## src/verilog/mhrb_pkg.sv

```systemverilog
package mhrb_pkg;
   // Word addresses of the holding registers
   localparam logic [7:0] ADDR_FIRST      = 8'h70;
   localparam logic [7:0] ADDR_ERR_HI     = 8'h70;
   localparam logic [7:0] ADDR_ERR_LO     = 8'h71;
   localparam logic [7:0] ADDR_CAL_A      = 8'h79;
   localparam logic [7:0] ADDR_CAL_B      = 8'h7a;
   localparam logic [7:0] ADDR_CAL_CLEAR  = 8'h7d;
   localparam logic [7:0] ADDR_GAS_HI     = 8'h7e;
   localparam logic [7:0] ADDR_GAS_LO     = 8'h7f;
   localparam logic [7:0] ADDR_DATE_HI    = 8'h80;
   localparam logic [7:0] ADDR_DATE_LO    = 8'h81;
   localparam logic [7:0] ADDR_NAME_FIRST = 8'h88;
   localparam logic [7:0] ADDR_NAME_LAST  = 8'h8f;
   localparam logic [7:0] ADDR_SLOPE_HI   = 8'h90;
   localparam logic [7:0] ADDR_SLOPE_LO   = 8'h91;
   localparam logic [7:0] ADDR_OFFS_HI    = 8'h92;
   localparam logic [7:0] ADDR_OFFS_LO    = 8'h93;
   localparam logic [7:0] ADDR_EDIT       = 8'h94;
   localparam logic [7:0] ADDR_BUS_ADDR   = 8'h96;
   localparam logic [7:0] ADDR_MODE       = 8'h97;
   localparam logic [7:0] ADDR_LIQUID     = 8'h98;
   localparam logic [7:0] ADDR_FRAMING    = 8'h9f;
   localparam logic [7:0] ADDR_BAUD       = 8'ha0;
   localparam logic [7:0] ADDR_TIME_0     = 8'haf;
   localparam logic [7:0] ADDR_TIME_1     = 8'hb0;
   localparam logic [7:0] ADDR_TIME_2     = 8'hb1;
   localparam logic [7:0] ADDR_TIME_3     = 8'hb2;
   localparam logic [7:0] ADDR_RESTART    = 8'hc5;
   localparam logic [7:0] ADDR_OWNER      = 8'hc9;
   localparam logic [7:0] ADDR_SITE       = 8'hd3;
   localparam logic [7:0] ADDR_ASSET      = 8'hdd;
   localparam logic [7:0] ADDR_TEXT_LAST  = 8'he6;
   localparam int         TEXT_COUNT      = 3;
   localparam int         TEXT_WORDS      = 10;
   localparam int         NAME_WORDS      = 8;
   localparam int         IDX_W           = 4;
   // Edit window commands
   localparam logic [15:0] EDIT_OPEN      = 16'h0001;
   localparam logic [15:0] EDIT_SAVE      = 16'h0002;
   localparam logic [15:0] EDIT_ABORT     = 16'h0003;
   // Legal value ranges
   localparam logic [15:0] BUS_ADDR_MIN   = 16'h0001;
   localparam logic [15:0] BUS_ADDR_MAX   = 16'h00f7;
   localparam logic [15:0] MODE_MAX       = 16'h0001;
   localparam logic [15:0] LIQUID_MAX     = 16'h0003;
   localparam logic [15:0] CODE_MIN       = 16'h0001;
   localparam logic [15:0] CODE_MAX       = 16'h0006;
   // Values after reset
   localparam logic [15:0] FRAMING_RESET  = 16'h0001;
   localparam logic [7:0]  BAUD_RESET     = 8'h03;
   localparam logic [7:0]  BUS_ADDR_RESET = 8'h01;
   // Answer codes
   localparam logic [7:0] EXC_NONE        = 8'h00;
   localparam logic [7:0] EXC_ADDRESS     = 8'h02;
   localparam logic [7:0] EXC_VALUE       = 8'h03;
endpackage

```

## src/verilog/mhrb_str_if.sv

```systemverilog
interface mhrb_str_if #(
   parameter int WORDS = 10
);
   logic                     wrEn;
   logic [3:0]               idx;
   logic [15:0]              wrData;
   logic                     restart;
   logic [15:0]              rdData;
   logic [WORDS*16-1:0]      text;

   modport bank  (output wrEn, output idx, output wrData, output restart, input rdData, input text);
   modport store (input wrEn, input idx, input wrData, input restart, output rdData, output text);
endinterface

```

## src/verilog/mhrb_string_store.sv

```systemverilog
module mhrb_string_store #(
   parameter int WORDS = 10
) (
   input  wire logic  clock,
   input  wire logic  resetn,
   mhrb_str_if.store  port
);
   typedef struct packed {
      logic [WORDS-1:0][15:0] stage;
      logic [WORDS-1:0][15:0] text;
      logic                   lowSeen;
      logic                   highSeen;
   } mhrb_store_state_t;

   mhrb_store_state_t s;
   mhrb_store_state_t next_s;

   generate
      if (WORDS < 2 || WORDS > 15) begin : g_bad
         $error("mhrb_string_store: WORDS must be 2 to 15");
      end
   endgenerate

   // Staged words become visible only once both ends are written
   always_comb begin
      next_s = s;
      if (port.restart) begin
         next_s = '0;
      end else if (port.wrEn && port.idx < 4'(WORDS)) begin
         // Lowest address lands in the top word, matching the read side
         next_s.stage[4'(WORDS - 1) - port.idx] = port.wrData;
         if (port.idx == '0) next_s.lowSeen = 1'b1;
         if (port.idx == 4'(WORDS - 1)) next_s.highSeen = 1'b1;
         if (next_s.lowSeen && next_s.highSeen) begin
            next_s.text         = next_s.stage;
            next_s.text[0][7:0] = 8'h00;
            next_s.lowSeen      = 1'b0;
            next_s.highSeen     = 1'b0;
         end
      end
   end

   always_ff @(posedge clock or negedge resetn) begin
      if (!resetn) s <= '0;
      else s <= next_s;
   end

   // Word 0 sits in the top bits, first character in its high byte
   assign port.rdData = (port.idx < 4'(WORDS)) ? s.text[4'(WORDS - 1) - port.idx] : 16'h0000;
   assign port.text   = s.text;
endmodule

```

## src/verilog/mhrb_bank.sv

```systemverilog
module mhrb_bank (
   input  wire logic           clock,
   input  wire logic           resetn,
   input  wire logic           reqValid,
   input  wire logic           reqWrite,
   input  wire logic [7:0]     reqAddr,
   input  wire logic [15:0]    reqData,
   output logic                rspValid,
   output logic [15:0]         rspData,
   output logic [7:0]          rspExc,
   input  wire logic [31:0]    errorFlags,
   output logic                firstCalibrationCommand,
   output logic                secondCalibrationCommand,
   output logic                clearGasCalibrationCommand,
   output logic [31:0]         calibrationGasLevel,
   output logic [31:0]         calibrationDate,
   output logic [127:0]        liquidName,
   output logic [31:0]         solubilitySlope,
   output logic [31:0]         solubilityOffset,
   output logic                editOpen,
   output logic [7:0]          busAddress,
   output logic                labMode,
   output logic [15:0]         liquidSelect,
   output logic [15:0]         serialFraming,
   output logic [7:0]          serialBitRate,
   output logic [63:0]         clockTime,
   output logic                unitRestart,
   output logic [159:0]        ownerText,
   output logic [159:0]        siteText,
   output logic [159:0]        assetText
);
   typedef struct packed {
      logic           rspValid;
      logic [15:0]    rspData;
      logic [7:0]     rspExc;
      logic           calA;
      logic           calB;
      logic           calClear;
      logic [31:0]    gas;
      logic [31:0]    date;
      logic [127:0]   name;
      logic [127:0]   nameShadow;
      logic [31:0]    slope;
      logic [31:0]    slopeShadow;
      logic [31:0]    offs;
      logic [31:0]    offsShadow;
      logic           editOpen;
      logic [7:0]     busAddr;
      logic [15:0]    mode;
      logic [15:0]    liquidSel;
      logic [15:0]    framing;
      logic [7:0]     baud;
      logic [63:0]    timeVal;
      logic           restartPend;
      logic           restart;
      logic [47:0]    rdLatch;
      logic [7:0]     rdBase;
      logic           rdLatchValid;
      logic [47:0]    wrHold;
      logic [7:0]     wrBase;
      logic           wrHoldValid;
   } mhrb_bank_state_t;

   localparam mhrb_bank_state_t RESET_STATE = '{
      framing: mhrb_pkg::FRAMING_RESET,
      baud:    mhrb_pkg::BAUD_RESET,
      busAddr: mhrb_pkg::BUS_ADDR_RESET,
      default: '0
   };

   mhrb_bank_state_t s;
   mhrb_bank_state_t next_s;

   logic [127:0]                       nameView;
   logic [31:0]                        slopeView;
   logic [31:0]                        offsView;
   logic [15:0]                        liveData;
   logic [47:0]                        latchData;
   logic [7:0]                         base;
   logic [7:0]                         pos;
   logic                               strHit;
   logic [1:0]                         strSel;
   logic [7:0]                         strOff;
   logic [mhrb_pkg::TEXT_COUNT-1:0][15:0]  strRd;
   logic [mhrb_pkg::TEXT_COUNT-1:0][159:0] strText;
   logic                               accept;

   mhrb_str_if #(.WORDS(mhrb_pkg::TEXT_WORDS)) strIf[mhrb_pkg::TEXT_COUNT] ();

   // First word of a multiword group, zero when the address stands alone
   function automatic logic [7:0] grpBase(input logic [7:0] a);
      case (a)
         mhrb_pkg::ADDR_ERR_HI,   mhrb_pkg::ADDR_ERR_LO:   grpBase = mhrb_pkg::ADDR_ERR_HI;
         mhrb_pkg::ADDR_GAS_HI,   mhrb_pkg::ADDR_GAS_LO:   grpBase = mhrb_pkg::ADDR_GAS_HI;
         mhrb_pkg::ADDR_DATE_HI,  mhrb_pkg::ADDR_DATE_LO:  grpBase = mhrb_pkg::ADDR_DATE_HI;
         mhrb_pkg::ADDR_SLOPE_HI, mhrb_pkg::ADDR_SLOPE_LO: grpBase = mhrb_pkg::ADDR_SLOPE_HI;
         mhrb_pkg::ADDR_OFFS_HI,  mhrb_pkg::ADDR_OFFS_LO:  grpBase = mhrb_pkg::ADDR_OFFS_HI;
         mhrb_pkg::ADDR_TIME_0, mhrb_pkg::ADDR_TIME_1,
         mhrb_pkg::ADDR_TIME_2, mhrb_pkg::ADDR_TIME_3:     grpBase = mhrb_pkg::ADDR_TIME_0;
         default:                                          grpBase = 8'h00;
      endcase
   endfunction

   // Host sees its own edits while the window is open
   assign nameView  = s.editOpen ? s.nameShadow  : s.name;
   assign slopeView = s.editOpen ? s.slopeShadow : s.slope;
   assign offsView  = s.editOpen ? s.offsShadow  : s.offs;
   assign base      = grpBase(reqAddr);
   assign pos       = reqAddr - base;
   assign accept    = reqValid && !s.restartPend && !s.restart;

   // Identification string decode by range, avoiding a divider
   always_comb begin
      strHit = (reqAddr >= mhrb_pkg::ADDR_OWNER) && (reqAddr <= mhrb_pkg::ADDR_TEXT_LAST);
      if (reqAddr >= mhrb_pkg::ADDR_ASSET) begin
         strSel = 2'd2;
         strOff = reqAddr - mhrb_pkg::ADDR_ASSET;
      end else if (reqAddr >= mhrb_pkg::ADDR_SITE) begin
         strSel = 2'd1;
         strOff = reqAddr - mhrb_pkg::ADDR_SITE;
      end else begin
         strSel = 2'd0;
         strOff = reqAddr - mhrb_pkg::ADDR_OWNER;
      end
   end

   // One store per identification string
   generate
      for (genvar g = 0; g < mhrb_pkg::TEXT_COUNT; g++) begin : g_text
         assign strIf[g].wrEn    = accept && reqWrite && strHit && (strSel == 2'(g));
         assign strIf[g].idx     = strOff[3:0];
         assign strIf[g].wrData  = reqData;
         assign strIf[g].restart = s.restart;
         assign strRd[g]         = strIf[g].rdData;
         assign strText[g]       = strIf[g].text;
         mhrb_string_store #(.WORDS(mhrb_pkg::TEXT_WORDS)) u_store (
            .clock  (clock),
            .resetn (resetn),
            .port   (strIf[g])
         );
      end
   endgenerate

   // Live read value; reserved words and command registers read zero, except the edit register, which reads the window state
   always_comb begin
      liveData = 16'h0000;
      case (reqAddr)
         mhrb_pkg::ADDR_ERR_HI:   liveData = errorFlags[31:16];
         mhrb_pkg::ADDR_ERR_LO:   liveData = errorFlags[15:0];
         mhrb_pkg::ADDR_GAS_HI:   liveData = s.gas[31:16];
         mhrb_pkg::ADDR_GAS_LO:   liveData = s.gas[15:0];
         mhrb_pkg::ADDR_DATE_HI:  liveData = s.date[31:16];
         mhrb_pkg::ADDR_DATE_LO:  liveData = s.date[15:0];
         mhrb_pkg::ADDR_SLOPE_HI: liveData = slopeView[31:16];
         mhrb_pkg::ADDR_SLOPE_LO: liveData = slopeView[15:0];
         mhrb_pkg::ADDR_OFFS_HI:  liveData = offsView[31:16];
         mhrb_pkg::ADDR_OFFS_LO:  liveData = offsView[15:0];
         mhrb_pkg::ADDR_EDIT:     liveData = {15'h0000, s.editOpen};
         mhrb_pkg::ADDR_BUS_ADDR: liveData = {8'h00, s.busAddr};
         mhrb_pkg::ADDR_MODE:     liveData = s.mode;
         mhrb_pkg::ADDR_LIQUID:   liveData = s.liquidSel;
         mhrb_pkg::ADDR_FRAMING:  liveData = s.framing;
         mhrb_pkg::ADDR_BAUD:     liveData = {8'h00, s.baud};
         mhrb_pkg::ADDR_TIME_0:   liveData = s.timeVal[63:48];
         mhrb_pkg::ADDR_TIME_1:   liveData = s.timeVal[47:32];
         mhrb_pkg::ADDR_TIME_2:   liveData = s.timeVal[31:16];
         mhrb_pkg::ADDR_TIME_3:   liveData = s.timeVal[15:0];
         default: begin
            if (reqAddr >= mhrb_pkg::ADDR_NAME_FIRST && reqAddr <= mhrb_pkg::ADDR_NAME_LAST) begin
               liveData = nameView[127 - 16 * (reqAddr - mhrb_pkg::ADDR_NAME_FIRST) -: 16];
            end else if (strHit) begin
               liveData = strRd[strSel];
            end
         end
      endcase
   end

   // Lower words captured by a high-word read
   always_comb begin
      case (base)
         mhrb_pkg::ADDR_ERR_HI:   latchData = {errorFlags[15:0], 32'h0000_0000};
         mhrb_pkg::ADDR_GAS_HI:   latchData = {s.gas[15:0], 32'h0000_0000};
         mhrb_pkg::ADDR_DATE_HI:  latchData = {s.date[15:0], 32'h0000_0000};
         mhrb_pkg::ADDR_SLOPE_HI: latchData = {slopeView[15:0], 32'h0000_0000};
         mhrb_pkg::ADDR_OFFS_HI:  latchData = {offsView[15:0], 32'h0000_0000};
         mhrb_pkg::ADDR_TIME_0:   latchData = s.timeVal[47:0];
         default:                 latchData = 48'h0000_0000_0000;
      endcase
   end

   // Request handling; the answer leaves one clock after the request
   always_comb begin
      next_s          = s;
      next_s.rspValid = 1'b0;
      next_s.calA     = 1'b0;
      next_s.calB     = 1'b0;
      next_s.calClear = 1'b0;
      next_s.restart  = 1'b0;
      if (s.restartPend) begin
         next_s         = RESET_STATE;
         next_s.restart = 1'b1;
      end else if (accept) begin
         next_s.rspValid = 1'b1;
         next_s.rspExc   = mhrb_pkg::EXC_NONE;
         next_s.rspData  = 16'h0000;
         if (reqAddr < mhrb_pkg::ADDR_FIRST) begin
            next_s.rspExc = mhrb_pkg::EXC_ADDRESS;
         end else if (!reqWrite) begin
            next_s.rspData = liveData;
            if (base != 8'h00 && pos != 8'h00 && s.rdLatchValid && s.rdBase == base) begin
               next_s.rspData = s.rdLatch[47 - 16 * (pos - 8'd1) -: 16];
            end
            if (base != 8'h00 && pos == 8'h00) begin
               next_s.rdLatch      = latchData;
               next_s.rdBase       = base;
               next_s.rdLatchValid = 1'b1;
            end
         end else begin
            case (reqAddr)
               mhrb_pkg::ADDR_CAL_A:     next_s.calA     = 1'b1;
               mhrb_pkg::ADDR_CAL_B:     next_s.calB     = 1'b1;
               mhrb_pkg::ADDR_CAL_CLEAR: next_s.calClear = 1'b1;
               mhrb_pkg::ADDR_ERR_HI, mhrb_pkg::ADDR_ERR_LO:
                  next_s.rspExc = mhrb_pkg::EXC_ADDRESS;
               mhrb_pkg::ADDR_GAS_HI, mhrb_pkg::ADDR_DATE_HI, mhrb_pkg::ADDR_SLOPE_HI, mhrb_pkg::ADDR_OFFS_HI,
               mhrb_pkg::ADDR_TIME_0, mhrb_pkg::ADDR_TIME_1, mhrb_pkg::ADDR_TIME_2: begin
                  // Stage a high word until the last word arrives
                  if ((base == mhrb_pkg::ADDR_SLOPE_HI || base == mhrb_pkg::ADDR_OFFS_HI) && !s.editOpen) begin
                     next_s.rspExc = mhrb_pkg::EXC_VALUE;
                  end else if (pos == 8'h00 || (s.wrHoldValid && s.wrBase == base)) begin
                     next_s.wrHold[47 - 16 * pos -: 16] = reqData;
                     next_s.wrBase      = base;
                     next_s.wrHoldValid = 1'b1;
                  end else begin
                     next_s.rspExc = mhrb_pkg::EXC_VALUE;
                  end
               end
               mhrb_pkg::ADDR_GAS_LO, mhrb_pkg::ADDR_DATE_LO, mhrb_pkg::ADDR_SLOPE_LO, mhrb_pkg::ADDR_OFFS_LO,
               mhrb_pkg::ADDR_TIME_3: begin
                  // Apply the whole value only with its staged high part
                  if ((base == mhrb_pkg::ADDR_SLOPE_HI || base == mhrb_pkg::ADDR_OFFS_HI) && !s.editOpen) begin
                     next_s.rspExc = mhrb_pkg::EXC_VALUE;
                  end else if (s.wrHoldValid && s.wrBase == base) begin
                     next_s.wrHoldValid = 1'b0;
                     case (base)
                        mhrb_pkg::ADDR_GAS_HI:   next_s.gas         = {s.wrHold[47:32], reqData};
                        mhrb_pkg::ADDR_DATE_HI:  next_s.date        = {s.wrHold[47:32], reqData};
                        mhrb_pkg::ADDR_SLOPE_HI: next_s.slopeShadow = {s.wrHold[47:32], reqData};
                        mhrb_pkg::ADDR_OFFS_HI:  next_s.offsShadow  = {s.wrHold[47:32], reqData};
                        default:                 next_s.timeVal     = {s.wrHold, reqData};
                     endcase
                  end else begin
                     next_s.rspExc = mhrb_pkg::EXC_VALUE;
                  end
               end
               mhrb_pkg::ADDR_EDIT: begin
                  case (reqData)
                     mhrb_pkg::EDIT_OPEN: begin
                        next_s.nameShadow  = s.name;
                        next_s.slopeShadow = s.slope;
                        next_s.offsShadow  = s.offs;
                        next_s.editOpen    = 1'b1;
                     end
                     mhrb_pkg::EDIT_SAVE: begin
                        if (s.editOpen) begin
                           next_s.name      = {s.nameShadow[127:8], 8'h00};
                           next_s.slope     = s.slopeShadow;
                           next_s.offs      = s.offsShadow;
                        end
                        next_s.editOpen = 1'b0;
                     end
                     mhrb_pkg::EDIT_ABORT: next_s.editOpen = 1'b0;
                     default:              next_s.rspExc   = mhrb_pkg::EXC_VALUE;
                  endcase
               end
               mhrb_pkg::ADDR_BUS_ADDR: begin
                  if (reqData >= mhrb_pkg::BUS_ADDR_MIN && reqData <= mhrb_pkg::BUS_ADDR_MAX) begin
                     next_s.busAddr = reqData[7:0];
                  end else begin
                     next_s.rspExc = mhrb_pkg::EXC_VALUE;
                  end
               end
               mhrb_pkg::ADDR_MODE: begin
                  if (reqData <= mhrb_pkg::MODE_MAX) next_s.mode = reqData;
                  else next_s.rspExc = mhrb_pkg::EXC_VALUE;
               end
               mhrb_pkg::ADDR_LIQUID: begin
                  if (reqData <= mhrb_pkg::LIQUID_MAX) next_s.liquidSel = reqData;
                  else next_s.rspExc = mhrb_pkg::EXC_VALUE;
               end
               mhrb_pkg::ADDR_FRAMING: begin
                  if (reqData >= mhrb_pkg::CODE_MIN && reqData <= mhrb_pkg::CODE_MAX) next_s.framing = reqData;
                  else next_s.rspExc = mhrb_pkg::EXC_VALUE;
               end
               mhrb_pkg::ADDR_BAUD: begin
                  if (reqData >= mhrb_pkg::CODE_MIN && reqData <= mhrb_pkg::CODE_MAX) next_s.baud = reqData[7:0];
                  else next_s.rspExc = mhrb_pkg::EXC_VALUE;
               end
               mhrb_pkg::ADDR_RESTART: next_s.restartPend = 1'b1;
               default: begin
                  // Name words only change inside the edit window
                  if (reqAddr >= mhrb_pkg::ADDR_NAME_FIRST && reqAddr <= mhrb_pkg::ADDR_NAME_LAST) begin
                     if (s.editOpen) begin
                        next_s.nameShadow[127 - 16 * (reqAddr - mhrb_pkg::ADDR_NAME_FIRST) -: 16] = reqData;
                     end else begin
                        next_s.rspExc = mhrb_pkg::EXC_VALUE;
                     end
                  end
               end
            endcase
         end
      end
   end

   always_ff @(posedge clock or negedge resetn) begin
      if (!resetn) s <= RESET_STATE;
      else s <= next_s;
   end

   // Outputs straight from the state flops
   assign rspValid                   = s.rspValid;
   assign rspData                    = s.rspData;
   assign rspExc                     = s.rspExc;
   assign firstCalibrationCommand    = s.calA;
   assign secondCalibrationCommand   = s.calB;
   assign clearGasCalibrationCommand = s.calClear;
   assign calibrationGasLevel        = s.gas;
   assign calibrationDate            = s.date;
   assign liquidName                 = s.name;
   assign solubilitySlope            = s.slope;
   assign solubilityOffset           = s.offs;
   assign editOpen                   = s.editOpen;
   assign busAddress                 = s.busAddr;
   assign labMode                    = s.mode[0];
   assign liquidSelect               = s.liquidSel;
   assign serialFraming              = s.framing;
   assign serialBitRate              = s.baud;
   assign clockTime                  = s.timeVal;
   assign unitRestart                = s.restart;
   assign ownerText                  = strText[0];
   assign siteText                   = strText[1];
   assign assetText                  = strText[2];
endmodule

```

## config.mk

```make
export PLATFORM = sky130hd
export DESIGN_NAME = mhrb_bank
export DESIGN_NICKNAME = d
export VERILOG_FILES = /design/src/verilog/mhrb_pkg.sv /design/src/verilog/mhrb_str_if.sv /design/src/verilog/mhrb_string_store.sv /design/src/verilog/mhrb_bank.sv
export SDC_FILE = /design/constraint.sdc
export NUM_CORES = 2
export LEC_CHECK = 0
export ABC_AREA = 1
export BUFFER_PORTS_ARGS = -buffer_cell sky130_fd_sc_hd__buf_4
export CAP_MARGIN = 15
export CELL_PAD_IN_SITES_DETAIL_PLACEMENT = 1
export CELL_PAD_IN_SITES_GLOBAL_PLACEMENT = 1
export CORE_MARGIN = 3
export CORE_UTILIZATION = 45
export DETAILED_ROUTE_END_ITERATION = 12
export HOLD_SLACK_MARGIN = 0.12
export PLACE_DENSITY_LB_ADDON = 0.15
export SYNTH_ARGS = -nofsm -noshare
export SYNTH_HDL_FRONTEND = slang
export SYNTH_SLANG_ARGS = --single-unit
```

## constraint.sdc

```tcl
create_clock -name clock -period 2.55 [get_ports clock]
set_input_delay 0.51 -clock clock [delete_from_list [all_inputs] [get_ports clock]]
set_output_delay 0.51 -clock clock [all_outputs]
set_load 0.01 [all_outputs]
```

==> impl_summary.log <==
[metrics] kind of path behind the tightest hold check: input pin to flop
[metrics] pin count of the biggest net entering global routing: 193
[metrics] number of fillers in the final layout: 21300
[metrics] die extent in y: between 400 and 500 um
[metrics] Max Fclk: 296 MHz
[metrics] number of max-cap violations: 0
[metrics] worst ir drop on vdd: slightly above 0.6 mV
[metrics] critical path arrival: 4.18 ns
[metrics] share of the synthesized area in the top cell type: 48.3%
[metrics] Total Die Area: between 150000 and 200000 um2
[metrics] failing checks: setup timing
[metrics] net total in the final layout: 11100
[metrics] setup violation total in the final timing report: 1379
[metrics] Via Count: 87100
[metrics] cell at the root of the clock tree: sky130_fd_sc_hd__clkbuf_16
[metrics] FFs w/ async S/R, synth: 100%
[metrics] Final period util: 133%
[metrics] count of different cell masters after synthesis: 62
[metrics] Ys Warns: 0
[metrics] most repeated cell in the gate-level netlist after synthesis: sky130_fd_sc_hd__nand2_1
[metrics] placed insts: 13200
[metrics] static leakage power: 51.5 nW
[metrics] Max Fanout on Critical Path: 5
[metrics] RSZ-0062 raised after global routing: true
[metrics] fraction of the yosys area taken by sequential cells: between 40% and 50%
[metrics] routability-driven placement congestion ratio: around 1.1
[metrics] antenna violations before repair: 28
[metrics] critical path's most frequent cell: sky130_fd_sc_hd__nand2_1
[metrics] multi-input combinational cell area: 31800 um2
[metrics] CP Launch Type: input pin
[metrics] remaining antenna violation count: 0
[metrics] synth top area cells: sky130_fd_sc_hd__dfrtp_1 48%, sky130_fd_sc_hd__nand2_1 9.4%, sky130_fd_sc_hd__buf_4 8.0%
[metrics] level count of the clock H-tree: 4
[metrics] post-synthesis instance total: 10100
[metrics] Top FF cell, synth: sky130_fd_sc_hd__dfrtp_1
[metrics] detail-routed net length per standard cell: about 35 um
[metrics] average size of a mapped cell: between 8 and 9 um2
[metrics] power density over the cells: 593 nW/um2
[metrics] number of buffers inserted by port buffering: 900
[metrics] area of the mapped netlist: about 84000 um2
[metrics] biggest area consumer among synthesized cells: sky130_fd_sc_hd__dfrtp_1
[metrics] total DRC errors in the routed layout: 0
[metrics] CP Cell Sequence: buf_16 -> clkinv_8 -> nand2_8 -> nor2_4 -> buf_6 -> nand2_4 -> nor2_4 -> fa_4 -> ha_4 -> buf_6 -> nor2_4 -> buf_12 -> buf_16 -> buf_12 -> o211ai_1 -> nand2_1 -> nand2_1 -> nand2_1 -> nand4_1 -> nand2_1 -> nand2_1 -> nand2_2 -> nand2_2 -> nand2_1
[metrics] area added between synthesis and finish: 27.8%
[metrics] area post-placement: 97200 um2
[metrics] normalized max-slew margin: 14.5%
[metrics] global-route wire length before repair: 657000 um
[metrics] required time of the worst setup path: roughly 3.4 ns
[metrics] top cell types by occurrence after synthesis: 2095 x sky130_fd_sc_hd__nand2_1, 1619 x sky130_fd_sc_hd__dfrtp_1, 1029 x sky130_fd_sc_hd__inv_1, 897 x sky130_fd_sc_hd__buf_4, 751 x sky130_fd_sc_hd__o21ai_0
[metrics] Core Region: 184000 um2
[metrics] grt ovf: 0
[metrics] number of optimization iterations in the first detailed-route pass: 6
[metrics] ports placed on the boundary: between 900 and 1000
[metrics] violation count after the first detailed-routing iteration: 9896
[metrics] worst-margin pin slew: between 1 and 1.5 ns
[metrics] Final Worst Setup Slack: -0.829 ns
[metrics] Register Area: between 40000 and 50000 um2
[metrics] maximum single-stage delay on the critical path: about 0.70 ns
[metrics] global router's overall resource usage: 47.4%
[metrics] number of pins exceeding their max-slew limit in the final report: 0
[metrics] total non-filler cell area in the finished layout: ~110000 um2
[metrics] Avg Vias per Cell: 6.38
[metrics] flop and latch count out of synthesis: 1623
[metrics] count of flip-flops with a built-in enable after synthesis: 0
[metrics] endpoint class of the critical path: flop
[metrics] status: finished, violations left
[metrics] via count of the first global-routing pass: 88000
[metrics] die width: 438 um
[metrics] Max clock buf depth: 3
[metrics] slowest cell on the critical path: sky130_fd_sc_hd__fa_4
[metrics] count of placed standard cells in the final layout, fillers left out: about 14000
[metrics] endpoints failing hold: 0
[metrics] DPL Wire Length: ~340000 um
[metrics] clock latency of the later-clocked register in the worst-skew pair: 0.88 ns
[metrics] TritonCTS clock tree: yes
[metrics] proportion of layout cells with a drive suffix above 1: 26.4%
[metrics] starting density of the core: 45.6%
[metrics] Layout Skew: 0.0295 ns
[metrics] final worst path period need: roughly 3.4 ns
[metrics] clock slew seen by the registers of the worst setup and hold paths: 0.06 ns
[metrics] Final Routed Wirelength: 471000 um
[metrics] number of cell rows: about 160
[metrics] clock buffers created by TritonCTS: 180
[metrics] number of clock sinks: 1623
[metrics] Setup Crit Path Kind: input pin to flop
[metrics] Setup TNS: -550.96 ns
## worst paths after layout
check | end | start | depth (start not counted) | slack, ns
hold reg to reg | s[17]$_DFFE_PN0P_ | s[17]$_DFFE_PN0P_ | 2 | 0.47
setup reg to reg | rspData[11]$_DFFE_PN0N_ | editOpen$_DFFE_PN0P_ | 15 | -0.49
min in group asynchronous | liquidName[107]$_DFFE_PN0P_ | resetn | 2 | 0.17
setup / recovery | rspData[4]$_DFFE_PN0N_ | reqAddr[5] | 24 | -0.83
max in group asynchronous | g_text[1].u_store.port.text[159]$_DFFE_PN0P_ | resetn | 4 | 1.17
hold / removal | s[30]$_DFFE_PN0P_ | reqData[5] | 4 | 0.14
## routing by layer
layer / vias to the layer above / global-route usage (%) / routed length [um]
met3: 1874 / 11.2 / 45400
met1: 44100 / 56.0 / 166000
met2: 5848 / 72.3 / 207000
li1: 35200 / - / -
met5: - / 0 / 79
met4: 14 / 41.4 / 52600
## cell families after synthesis
logic type,count (synthesis),synth area share [%]
muxes,25,0.298
DFF,1623,48.4
AOI/OAI and AO/OA,2681,19.5
buffers and inverters,2618,16.0
xor gates and xnor gates,12,0.125
and+or+nand+nor,3087,15.3
other,1,0.00447
adders and majority gates,23,0.361
## report_power, final
group	switching, mW	total, mW	leakage (nW)	internal [mW]
Sequential	0.395	26.6	22.0	26.2
Combinational	5.25	8.20	26.3	2.95
Clock	12.0	28.8	3.14	16.7
Total	17.7	63.6	51.5	45.9
## cell type report
cell class,count,share of cell area (%)
Sequential cell,1623,37.9
Multi-Input combinational cell,5870,29.7
Timing Repair Buffer,2266,19.8
Clock buffer,265,4.98
Inverter,1062,3.79
Tap cell,2464,2.87
Clock inverter,70,1.00
Antenna cell,26,0.0606
Timing Repair inverter,1,0.00816
## worst max-delay path, delay by kind of cell
kind,cells,cell delay (ns)
AOI/OAI and AO/OA,1,0.27
buffers and inverters,7,0.84
and+or+nand+nor,14,1.56
adders and majority gates,2,0.98
## layout by cell type (no fill, tap or decap), drive strengths merged, types with 41 or more instances in the layout
| cell type | n |
|---|---|
| nor2 | 231 |
| clkinv | 44 |
| clkbuf | 280 |
| buf | 2234 |
| o211ai | 507 |
| o21ai | 921 |
| nand4 | 76 |
| a21oi | 327 |
| nand2 | 2115 |
| nand3 | 611 |
| o22ai | 704 |
| inv | 1061 |
| o221ai | 41 |
| dfrtp | 1619 |
## state kept, by name, summed over array words and instances, names as in the netlist, 16 cells and up
signal / count
solubilitySlope: 32
clockTime: 64
liquidName: 120
rspData: 16
s: 320
solubilityOffset: 32
calibrationGasLevel: 32
calibrationDate: 32
liquidSelect: 16
serialFraming: 16
g_text.u_store.s: 462
g_text.u_store.port.text: 456
## what timing repair did
| action | 4_1_cts | 5_1_grt |
|---|---|---|
| hold buffers | 7 | 0 |
| gates cloned | 27 | 19 |
| resized for setup | 270 | 167 |
| buffers inserted | 48 | 44 |
| endpoints found under the setup margin | 1360 | 1529 |
| pin swaps | 68 | 72 |
| hold endpoints to repair | 605 | 0 |
## through the flow
stage / total power, mW / utilization, % / setup WS (ns) / hold WS [ns]
5_1_grt: 65.0 / 58.2 / -0.930 / 0.149
3_3_place_gp: 34.0 / 52.8 / -2.88 / 0.432
2_1_floorplan: 29.8 / - / -0.952 / 0.214
3_5_place_dp: 34.1 / 52.8 / -2.22 / 0.434
4_1_cts: 63.1 / 57.5 / -0.622 / 0.125
6_report: 63.6 / 58.2 / -0.829 / 0.142
(Power assumes the default switching activity.)
